--- config.mk ---
export PLATFORM = sky130hd
export DESIGN_NAME = agc_top
export DESIGN_NICKNAME = d
export VERILOG_FILES = /design/src/design/agc_pkg.sv /design/src/design/agc_top.sv /design/src/design/agc_seq.sv
export VERILOG_INCLUDE_DIRS = /design/src /design/src/design
export SDC_FILE = /design/constraint.sdc
export NUM_CORES = 1
export LEC_CHECK = 0
export BUFFER_PORTS_ARGS = -buffer_cell sky130_fd_sc_hd__buf_2
export CORE_MARGIN = 10
export CORE_UTILIZATION = 30
export CTS_CLUSTER_SIZE = 30
export DETAILED_ROUTE_END_ITERATION = 7
export MAX_ROUTING_LAYER = met4
export PLACE_DENSITY_LB_ADDON = 0.1
export SLEW_MARGIN = 10
export SYNTH_ARGS = -nofsm -noshare
export SYNTH_HDL_FRONTEND = slang
export SYNTH_SLANG_ARGS = --single-unit
--- constraint.sdc ---
create_clock -name pclk -period 23.4 [get_ports pclk]
set_input_delay 2.34 -clock pclk [delete_from_list [all_inputs] [get_ports pclk]]
set_output_delay 2.34 -clock pclk [all_outputs]
set_load 0.02 [all_outputs]
--- src/design/agc_regs.svh ---
`ifndef AGC_REGS_SVH
`define AGC_REGS_SVH
`define AGC_OFS_CTRL      8'h00
`define AGC_OFS_PRE_TIME  8'h04
`define AGC_OFS_ACQ_TIME  8'h08
`define AGC_OFS_CAP       8'h0c
`define AGC_OFS_REPEAT    8'h10
`define AGC_OFS_THRESH    8'h14
`define AGC_OFS_RESULT    8'h18
`define AGC_OFS_PREV      8'h1c
`define AGC_OFS_ACC       8'h20
`define AGC_OFS_COUNT     8'h24
`define AGC_OFS_STATUS    8'h28
`define AGC_OFS_INT_EN    8'h2c
`define AGC_OFS_INT_CLR   8'h30
`define AGC_CTRL_MODE_LSB 0
`define AGC_CTRL_DSE      3
`define AGC_CTRL_GPOL     4
`define AGC_CTRL_IPEN     5
`define AGC_CTRL_GO       8
`define AGC_CTRL_ACLR     9
`define AGC_CTRL_SHIFT_LSB 10
`define AGC_ST_DONE       0
`define AGC_ST_THR        1
`define AGC_ST_OVF        2
`define AGC_RST_CTRL      13'h0000
`define AGC_RST_BYTE      8'h00
`define AGC_RST_CAP       5'h00
`define AGC_RST_THRESH    16'hffff
`define AGC_CNT_MAX       8'hff
`endif

--- src/design/agc_pkg.sv ---
package agc_pkg;
    typedef enum logic [2:0] {
        AGC_MODE_BASIC = 3'h0,
        AGC_MODE_ACCUM = 3'h1,
        AGC_MODE_AVG   = 3'h2,
        AGC_MODE_BURST = 3'h3,
        AGC_MODE_LPF   = 3'h4
    } agc_mode_t;

    typedef enum logic [3:0] {
        AGC_S_IDLE = 4'b0001,
        AGC_S_PRE  = 4'b0010,
        AGC_S_ACQ  = 4'b0100,
        AGC_S_CONV = 4'b1000
    } agc_state_t;

    typedef struct packed {
        logic       precharge;
        logic       acquire;
        logic       start;
        logic       guard_out_a;
        logic       guard_out_b;
        logic [4:0] extra_hold_cap_sel;
    } agc_core_ctrl_t;

    typedef struct packed {
        logic       done;
        logic [9:0] result;
    } agc_core_resp_t;
endpackage : agc_pkg

--- src/design/agc_top.sv ---
`timescale 1ns/1ps
`default_nettype none
`include "agc_regs.svh"
module agc_top
    import agc_pkg::*;
(
    input  wire logic                  pclk,
    input  wire logic                  presetn,
    input  wire logic                  psel,
    input  wire logic                  penable,
    input  wire logic                  pwrite,
    input  wire logic [7:0]            paddr,
    input  wire logic [31:0]           pwdata,
    output logic                       pready,
    output logic [31:0]                prdata,
    output logic                       pslverr,
    input  wire logic                  ext_trigger,
    input  wire agc_pkg::agc_core_resp_t core_resp,
    output agc_pkg::agc_core_ctrl_t    core_ctrl,
    output logic                       irq
);
    import agc_pkg::*;

    ////////////////////////////////////////////////////////////////////
    // register state
    logic [12:0] ctrl_q, ctrl_d;
    logic [7:0]  pre_q, pre_d, acq_q, acq_d, rpt_q, rpt_d;
    logic [4:0]  cap_q, cap_d;
    logic [15:0] thr_q, thr_d;
    logic [2:0]  ien_q, ien_d;
    logic        pready_q, pready_d, pslverr_q, pslverr_d;
    logic [31:0] prdata_q, prdata_d;
    logic        irq_q, irq_d;
    logic        wr_acc, go_wr, aclr_wr, clr_wr;
    agc_mode_t   mode;
    logic        dse;
    logic [2:0]  shift;

    // mode written together with go applies to that conversion
    assign mode  = agc_mode_t'(ctrl_d[`AGC_CTRL_MODE_LSB +: 3]);
    assign dse   = ctrl_q[`AGC_CTRL_DSE];
    assign shift = ctrl_q[`AGC_CTRL_SHIFT_LSB +: 3];

    ////////////////////////////////////////////////////////////////////
    // compute state
    logic [9:0]  cur_q, cur_d, prev_q, prev_d;
    logic [15:0] acc_q, acc_d;
    logic [7:0]  cnt_q, cnt_d;
    logic [2:0]  st_q, st_d;
    logic        avg_clr_q, avg_clr_d, burst_q, burst_d;
    logic        restart_q, restart_d;
    logic        s1_q, s2_q, s3_q, trig_lvl_q, trig_lvl_d;
    logic        ext_rise, trig, seq_start;
    logic        busy, conv_end, cycle_end;

    function automatic logic [31:0] rd_mux(input logic [7:0] a,
                                           input logic [31:0] busy_w);
        case (a)
            `AGC_OFS_CTRL:     rd_mux = {19'h0, ctrl_q} | busy_w;
            `AGC_OFS_PRE_TIME: rd_mux = {24'h0, pre_q};
            `AGC_OFS_ACQ_TIME: rd_mux = {24'h0, acq_q};
            `AGC_OFS_CAP:      rd_mux = {27'h0, cap_q};
            `AGC_OFS_REPEAT:   rd_mux = {24'h0, rpt_q};
            `AGC_OFS_THRESH:   rd_mux = {16'h0, thr_q};
            `AGC_OFS_RESULT:   rd_mux = {22'h0, cur_q};
            `AGC_OFS_PREV:     rd_mux = {22'h0, prev_q};
            `AGC_OFS_ACC:      rd_mux = {16'h0, acc_q};
            `AGC_OFS_COUNT:    rd_mux = {24'h0, cnt_q};
            `AGC_OFS_STATUS:   rd_mux = {29'h0, st_q};
            `AGC_OFS_INT_EN:   rd_mux = {29'h0, ien_q};
            default:           rd_mux = 32'h0;
        endcase
    endfunction : rd_mux

    function automatic logic mapped(input logic [7:0] a);
        mapped = (a[1:0] == 2'h0) && (a <= `AGC_OFS_INT_CLR);
    endfunction : mapped

    ////////////////////////////////////////////////////////////////////
    // apb slave: one wait state, write lands on the pready edge
    assign wr_acc  = psel && penable && pready_q && pwrite
                     && mapped(paddr);
    assign go_wr   = wr_acc && (paddr == `AGC_OFS_CTRL)
                     && pwdata[`AGC_CTRL_GO];
    assign aclr_wr = wr_acc && (paddr == `AGC_OFS_CTRL)
                     && pwdata[`AGC_CTRL_ACLR];
    assign clr_wr  = wr_acc && (paddr == `AGC_OFS_INT_CLR);

    always_comb begin
        ctrl_d    = ctrl_q;
        pre_d     = pre_q;
        acq_d     = acq_q;
        cap_d     = cap_q;
        rpt_d     = rpt_q;
        thr_d     = thr_q;
        ien_d     = ien_q;
        pready_d  = psel && penable && !pready_q;
        pslverr_d = pready_d && !mapped(paddr);
        prdata_d  = prdata_q;
        if (pready_d && !pwrite) begin
            prdata_d = rd_mux(paddr, {23'h0, busy | burst_q, 8'h0});
        end
        if (wr_acc) begin
            case (paddr)
                `AGC_OFS_CTRL: begin
                    // go and clear are strobes and never stored
                    ctrl_d = pwdata[12:0] & 13'h1cff;
                end
                `AGC_OFS_PRE_TIME: pre_d = pwdata[7:0];
                `AGC_OFS_ACQ_TIME: acq_d = pwdata[7:0];
                `AGC_OFS_CAP:      cap_d = pwdata[4:0];
                `AGC_OFS_REPEAT:   rpt_d = pwdata[7:0];
                `AGC_OFS_THRESH:   thr_d = pwdata[15:0];
                `AGC_OFS_INT_EN:   ien_d = pwdata[2:0];
                default: begin
                end
            endcase
        end
    end

    always_ff @(posedge pclk or negedge presetn) begin
        if (!presetn) begin
            ctrl_q    <= `AGC_RST_CTRL;
            pre_q     <= `AGC_RST_BYTE;
            acq_q     <= `AGC_RST_BYTE;
            cap_q     <= `AGC_RST_CAP;
            rpt_q     <= `AGC_RST_BYTE;
            thr_q     <= `AGC_RST_THRESH;
            ien_q     <= 3'h0;
            pready_q  <= 1'b0;
            pslverr_q <= 1'b0;
            prdata_q  <= 32'h0;
        end else begin
            ctrl_q    <= ctrl_d;
            pre_q     <= pre_d;
            acq_q     <= acq_d;
            cap_q     <= cap_d;
            rpt_q     <= rpt_d;
            thr_q     <= thr_d;
            ien_q     <= ien_d;
            pready_q  <= pready_d;
            pslverr_q <= pslverr_d;
            prdata_q  <= prdata_d;
        end
    end

    ////////////////////////////////////////////////////////////////////
    // trigger pin synchroniser, change counts when stages 2 and 3 agree
    assign ext_rise = (s2_q == s3_q) && s3_q && !trig_lvl_q;
    always_comb begin
        trig_lvl_d = (s2_q == s3_q) ? s3_q : trig_lvl_q;
    end
    always_ff @(posedge pclk or negedge presetn) begin
        if (!presetn) begin
            s1_q       <= 1'b0;
            s2_q       <= 1'b0;
            s3_q       <= 1'b0;
            trig_lvl_q <= 1'b0;
        end else begin
            s1_q       <= ext_trigger;
            s2_q       <= s1_q;
            s3_q       <= s2_q;
            trig_lvl_q <= trig_lvl_d;
        end
    end

    assign trig      = (go_wr || ext_rise) && !busy && !burst_q;
    assign seq_start = trig || restart_q;

    agc_seq u_seq (
        .pclk                       (pclk),
        .presetn                    (presetn),
        .start                      (seq_start),
        .precharge_time             (pre_q),
        .acq_time                   (acq_q),
        .double_sample_en           (dse),
        .guard_polarity             (ctrl_d[`AGC_CTRL_GPOL]),
        .second_precharge_invert_en (ctrl_d[`AGC_CTRL_IPEN]),
        .cap_sel                    (cap_q),
        .core_done                  (core_resp.done),
        .core_ctrl                  (core_ctrl),
        .busy                       (busy),
        .conv_end                   (conv_end),
        .cycle_end                  (cycle_end)
    );

    ////////////////////////////////////////////////////////////////////
    // computation
    logic signed [17:0] samp, sum;
    logic [15:0]        base, filt;
    logic [7:0]         cnt_inc;
    logic               test, ovf;

    always_comb begin
        cur_d     = cur_q;
        prev_d    = prev_q;
        acc_d     = acc_q;
        cnt_d     = cnt_q;
        avg_clr_d = avg_clr_q;
        burst_d   = burst_q;
        restart_d = 1'b0;
        st_d      = st_q;
        test      = 1'b0;
        ovf       = 1'b0;
        filt      = 16'h0;
        base      = acc_q;
        // previous result is sample one, current sample two
        samp = dse ? ($signed({8'h0, core_resp.result})
                      - $signed({8'h0, cur_q}))
                   : $signed({8'h0, core_resp.result});
        if (trig && ((mode == AGC_MODE_AVG && avg_clr_q)
                     || mode == AGC_MODE_BURST)) begin
            base      = 16'h0;
            cnt_d     = 8'h0;
            avg_clr_d = 1'b0;
            burst_d   = (mode == AGC_MODE_BURST);
        end
        if (mode == AGC_MODE_LPF) begin
            sum = samp + $signed({2'h0, base})
                  - $signed({2'h0, base >> shift});
        end else begin
            sum = samp + $signed({2'h0, base});
        end
        cnt_inc = (cnt_d == `AGC_CNT_MAX) ? cnt_d
                                          : cnt_d + 8'h01;
        if (trig) begin
            acc_d = base;
        end
        if (conv_end) begin
            prev_d = cur_q;
            cur_d  = core_resp.result;
            st_d[`AGC_ST_DONE] = 1'b1;
        end
        if (cycle_end) begin
            case (mode)
                AGC_MODE_BASIC: begin
                    test = 1'b1;
                    filt = {6'h0, core_resp.result};
                end
                AGC_MODE_ACCUM, AGC_MODE_AVG, AGC_MODE_BURST,
                AGC_MODE_LPF: begin
                    acc_d = sum[15:0];
                    cnt_d = cnt_inc;
                    ovf   = (sum[17:16] != 2'h0);
                    filt  = (mode == AGC_MODE_LPF) ? sum[15:0]
                                                   : sum[15:0] >> shift;
                    test  = (mode == AGC_MODE_ACCUM)
                            || (cnt_inc >= rpt_q);
                    if (mode == AGC_MODE_AVG && test) begin
                        avg_clr_d = 1'b1;
                    end
                    if (mode == AGC_MODE_BURST) begin
                        restart_d = (cnt_inc < rpt_q);
                        burst_d   = (cnt_inc < rpt_q);
                    end
                end
                default: begin
                end
            endcase
        end
        if (aclr_wr) begin
            acc_d     = 16'h0;
            cnt_d     = 8'h0;
            avg_clr_d = 1'b0;
            st_d[`AGC_ST_OVF] = 1'b0;
        end
        if (clr_wr) begin
            st_d = st_d & ~pwdata[2:0];
        end
        // hardware set wins over software clear
        if (test && (filt > thr_q)) begin
            st_d[`AGC_ST_THR] = 1'b1;
        end
        if (ovf) begin
            st_d[`AGC_ST_OVF] = 1'b1;
        end
        if (conv_end) begin
            st_d[`AGC_ST_DONE] = 1'b1;
        end
        irq_d = |(st_d & ien_q);
    end

    always_ff @(posedge pclk or negedge presetn) begin
        if (!presetn) begin
            cur_q     <= 10'h0;
            prev_q    <= 10'h0;
            acc_q     <= 16'h0;
            cnt_q     <= 8'h0;
            st_q      <= 3'h0;
            avg_clr_q <= 1'b0;
            burst_q   <= 1'b0;
            restart_q <= 1'b0;
            irq_q     <= 1'b0;
        end else begin
            cur_q     <= cur_d;
            prev_q    <= prev_d;
            acc_q     <= acc_d;
            cnt_q     <= cnt_d;
            st_q      <= st_d;
            avg_clr_q <= avg_clr_d;
            burst_q   <= burst_d;
            restart_q <= restart_d;
            irq_q     <= irq_d;
        end
    end

    assign pready  = pready_q;
    assign prdata  = prdata_q;
    assign pslverr = pslverr_q;
    assign irq     = irq_q;
endmodule : agc_top
`default_nettype wire

--- src/design/agc_seq.sv ---
`timescale 1ns/1ps
`default_nettype none
module agc_seq
    import agc_pkg::*;
(
    input  wire logic            pclk,
    input  wire logic            presetn,
    input  wire logic            start,
    input  wire logic [7:0]      precharge_time,
    input  wire logic [7:0]      acq_time,
    input  wire logic            double_sample_en,
    input  wire logic            guard_polarity,
    input  wire logic            second_precharge_invert_en,
    input  wire logic [4:0]      cap_sel,
    input  wire logic            core_done,
    output agc_pkg::agc_core_ctrl_t core_ctrl,
    output logic                 busy,
    output logic                 conv_end,
    output logic                 cycle_end
);
    import agc_pkg::*;

    agc_state_t     state_q, state_d;
    logic           second_q, second_d;
    logic [7:0]     tmr_q, tmr_d;
    agc_core_ctrl_t ctl_q, ctl_d;

    function automatic logic [7:0] acq_load(input logic [7:0] pre,
                                            input logic [7:0] acq);
        // zero acquisition without precharge: one cycle of acquisition
        acq_load = (pre == 8'h00 && acq == 8'h00) ? 8'h01 : acq;
    endfunction : acq_load

    always_comb begin
        state_d  = state_q;
        second_d = second_q;
        tmr_d    = tmr_q - 8'h01;
        ctl_d    = ctl_q;
        ctl_d.start = 1'b0;
        case (state_q)
            AGC_S_IDLE: begin
                if (start) begin
                    second_d = 1'b0;
                    if (precharge_time != 8'h00) begin
                        state_d = AGC_S_PRE;
                        tmr_d   = precharge_time;
                        ctl_d.guard_out_a = guard_polarity;
                        ctl_d.guard_out_b = guard_polarity;
                    end else begin
                        state_d = AGC_S_ACQ;
                        tmr_d   = acq_load(precharge_time, acq_time);
                        ctl_d.guard_out_a = ~guard_polarity;
                        ctl_d.guard_out_b = guard_polarity;
                    end
                end
            end
            AGC_S_PRE: begin
                if (tmr_q == 8'h01) begin
                    state_d = AGC_S_ACQ;
                    tmr_d   = acq_load(precharge_time, acq_time);
                    ctl_d.guard_out_a = ~ctl_q.guard_out_a;
                end
            end
            AGC_S_ACQ: begin
                if (tmr_q == 8'h01) begin
                    state_d     = AGC_S_CONV;
                    ctl_d.start = 1'b1;
                end
            end
            AGC_S_CONV: begin
                if (core_done) begin
                    if (double_sample_en && !second_q) begin
                        second_d = 1'b1;
                        if (precharge_time != 8'h00) begin
                            state_d = AGC_S_PRE;
                            tmr_d   = precharge_time;
                            ctl_d.guard_out_a = second_precharge_invert_en
                                ^ guard_polarity;
                            ctl_d.guard_out_b = second_precharge_invert_en
                                ^ guard_polarity;
                        end else begin
                            state_d = AGC_S_ACQ;
                            tmr_d   = acq_load(precharge_time, acq_time);
                            ctl_d.guard_out_a = ~ctl_q.guard_out_a;
                        end
                    end else begin
                        state_d = AGC_S_IDLE;
                    end
                end
            end
            default: begin
                state_d = AGC_S_IDLE;
            end
        endcase
        ctl_d.precharge = (state_d == AGC_S_PRE);
        ctl_d.acquire   = (state_d == AGC_S_ACQ);
        // extra capacitance off while converting
        ctl_d.extra_hold_cap_sel = (state_d == AGC_S_CONV) ? 5'h00
                                                           : cap_sel;
    end

    always_ff @(posedge pclk or negedge presetn) begin
        if (!presetn) begin
            state_q  <= AGC_S_IDLE;
            second_q <= 1'b0;
            tmr_q    <= 8'h00;
            ctl_q    <= '0;
        end else begin
            state_q  <= state_d;
            second_q <= second_d;
            tmr_q    <= tmr_d;
            ctl_q    <= ctl_d;
        end
    end

    assign core_ctrl = ctl_q;
    assign busy      = (state_q != AGC_S_IDLE);
    assign conv_end  = (state_q == AGC_S_CONV) && core_done;
    assign cycle_end = conv_end && (!double_sample_en || second_q);
endmodule : agc_seq
`default_nettype wire

==> summary.txt <==
Yosys
  • Area fraction of the dominant cell type after synthesis: 0.2886
  • Sequential cell area fraction in the yosys report: 0.3259
  • Yosys warning total: 0
  • Largest cells by area after synthesis: dfrtp_1, ha_1, mux2_2
  • Number of synthesized register bits: 155
  • Syn Inst Count: 1379
  • Proportion of register bits with asynchronous set or reset after synthesis: 1.000
  • Cell types with the highest counts after synthesis: nand2_1, dfrtp_1, nor2_1, o21ai_0, a21oi_1
  • Count leader, synth: nand2_1
  • Cell accounting for the most synthesized area: dfrtp_1
  • Avg Cell Area, Syn: 8.678 µm²
  • Number of distinct library cell variants in the gate-level netlist after synthesis: 94
  • Syn Std Cell Area: 11970 µm²
  • Number of enable flip-flop cells after synthesis: 0
  • Top_reg_cell synth: dfrtp_1

STA
  • Clock period minus final worst setup slack: 11.19 ns
  • Post-route fraction of the period consumed by the critical path: 0.4781
  • Hold slack: 0.3490 ns
  • Min setup slack post-route: 12.21 ns
  • Hold Fails Final Rpt: 0
  • Max Clock Skew: 0.01530 ns
  • Worst-margin pin slew: 1.267 ns
  • Final-report setup violation count: 0
  • Fmax: 89.38 MHz
  • Final max-slew violation count: 0
  • Relative slew slack: 0.1523
  • Final TNS setup: 0 ns
  • RSZ-0062 raised after global routing: false

Layout
  • Number of standard cells in the final layout excluding fillers: 1971
  • Net total in the final layout: 1564
  • Fraction of layout cells with a size suffix above 1: 0.1680
  • Area growth syn-to-layout: 13.17%
  • FF/Latch Area: 3900 µm²
  • Total of fill cells in the finished design: 4079
  • Antenna diode count: 0
  • Layout Cell Area excl Fill: 13540 µm²
  • Multi-input gate area in the final layout: 7525 µm²

Floorplanning
  • Die width: 219.7 µm
  • Full die area: 48280 µm²
  • Die Span Y: 219.7 µm
  • Effective utilization at floorplan: 0.3026
  • Number of ports placed on the die boundary: 102
  • Area of the core: 39550 µm²
  • Number of placement rows: 73

Setup path
  • Critical path launch point type: primary input
  • Element type at the critical path end: flip-flop
  • Start of the worst register-to-register path: pready
  • R2r setup slk: 13.91 ns
  • End of the worst register-to-register path: irq
  • Slowest cell on the critical path: a2111oi_0
  • Critical path buffer and inverter count: 3
  • Largest stage delay on the critical path: 0.80 ns
  • Cell family with most CP delay: compound AO/OA/AOI/OAI gates
  • Arrival time at the worst endpoint: 11.50 ns
  • CP required: 23.71 ns
  • Critical path peak fanout: 35
  • Classification of the worst setup path: primary input to flip-flop
  • Worst reg-to-reg path cell count: 34

CTS
  • Total number of clock tree sinks: 155
  • Clock buffers created by TritonCTS: 17
  • Clock tree buffer depth: 2
  • TritonCTS clock tree: built
  • Clock latency on the worst-skew pair: 0.44 ns
  • H-tree level count: 4
  • Cts-stage hold buffer count: 0
  • Setup fix buffers added after clock tree synthesis: 0
  • Post-CTS clock slew at the launch and capture registers of the worst setup and hold paths: 0.06 ns
  • Clock root buffer: clkbuf_16
  • Cts repair resizes: 0

Job
  • Max-capacitance violation count: 0

Drt
  • Length of the first detailed-routing pass in iterations: 5
  • Residual antenna-violating net count after detailed routing: 0
  • Routed via count: 10750
  • Vias per std cell: 5.456
  • Number of design-rule violations left by the first detailed-router iteration: 993
  • Average wire length per cell after detail routing: 22.26 µm
  • DRC violation count after routing: 0
  • Wire length reported by the detailed router: 43.87 mm

Placed design
  • # port buffers: 69
  • Detailed-placement wirelength estimate: 34.06 mm
  • Post-Place Worst Slack: 11.82 ns
  • Placed inst area: 12870 µm²
  • # placed instances: 1939
  • Final RePlAce weighted congestion: 0.8644

Min path
  • Hold worst-path end: s2_q
  • Hold Startpoint: s1_q
  • Min-Delay Path Class: flip-flop to flip-flop
  • Instance count along the most critical hold path: 0

Pwr
  • Areal power density over the cells: 47.27 nW/µm²
  • Maximum vdd drop: 0.03749 mV
  • Leakage power total: 6.155 nW

Global route
  • Largest net degree at the start of global routing: 96
  • Total overflow reported by the global router: 0
  • Antenna violations before repair: 0
  • Number of global-route vias before repair: 10410
  • Overall Global Routing Usage: 0.1857
  • First-pass GRT wire length: 66.39 mm

Outcome
  • Result of the run: finished, final reports clean
-- flip-flops by register name (all words and copies together), names as in the netlist, 10 cells and up --
| signal | count |
|---|---|
| acc_q | 16 |
| ctrl_q | 11 |
| cur_q | 10 |
| prdata | 16 |
| prev_q | 10 |
| thr_q | 16 |
| u_seq.core_ctrl | 10 |
-- placed cells by master (no fill, tap or decap), types with 17 or more instances in the layout --
cell type / n
mux2i_1: 28
clkbuf_16: 17
inv_1: 67
dfrtp_1: 138
dfstp_2: 17
nor2_1: 134
ha_1: 71
nand2_1: 152
nor3_1: 31
nand3_1: 22
buf_2: 68
a21o_1: 26
and2_1: 21
o21ai_0: 98
a21oi_1: 77
a211oi_1: 27
mux2_2: 63
a22oi_1: 22
xor2_1: 23
xnor2_1: 25
buf_4: 23
-- metal layers --
layer | vias to the layer above | global-route usage | part of all wire | routed length, µm
met5 | - | - | 0 | 0
met4 | 0 | 0.04109 | 0.012 | 519
met3 | 29 | 0.02592 | 0.051 | 2254
met2 | 300 | 0.2862 | 0.45 | 19910
met1 | 5288 | 0.2538 | 0.48 | 21190
li1 | 5137 | - | - | -
-- power by group --
part           switching [W]  internal, W   total, W
sequential       0.000000404     0.000269   0.000269
clock               0.000123     0.000201   0.000324
combinational      0.0000326    0.0000147  0.0000473
-- through the flow --
step / utilization / power (W)
2_1_floorplan: - / 0.0003023
3_3_place_gp: 0.3255 / 0.0003217
3_5_place_dp: 0.3255 / 0.0003217
4_1_cts: 0.3424 / 0.0006462
5_1_grt: 0.3424 / 0.0006638
6_report: 0.3424 / 0.0006402
-- cells by family (layout without fill, tap and decap cells) --
family | after synthesis | in the layout | synth area share
xor gates and xnor gates | 49 | 49 | 0.03649
DFF | 155 | 155 | 0.3259
other | 1 | 16 | 0.0003134
and+or+nand+nor | 460 | 460 | 0.1840
adders and majority gates | 74 | 74 | 0.07926
muxes | 97 | 97 | 0.09400
buffers and inverters | 143 | 195 | 0.05092
AOI/OAI and AO/OA | 400 | 400 | 0.2291
-- how the worst max path moves through the flow --
| stage | from | to | slack [ns] | cells after the start |
|---|---|---|---|---|
| 3_3_place_gp | paddr[1] | irq | 11.86 | 35 |
| 3_5_place_dp | paddr[1] | irq | 11.82 | 35 |
| 2_1_floorplan | paddr[7] | irq | 13.67 | 36 |
| 5_1_grt | paddr[1] | irq | 11.63 | 35 |
| 4_1_cts | paddr[1] | irq | 12.25 | 35 |
| 6_report | paddr[7] | irq | 12.21 | 35 |
-- cell type report --
class / instances / share of cell area
well taps: 525 / 0.04850
flip-flops and latches: 155 / 0.2880
inverters: 71 / 0.01968
clock buffers: 18 / 0.03169
clock inverters: 14 / 0.01783
repair buffers: 92 / 0.03871
multi-input cells: 1096 / 0.5556
No activity file was read; power rests on OpenSTA's default activity.
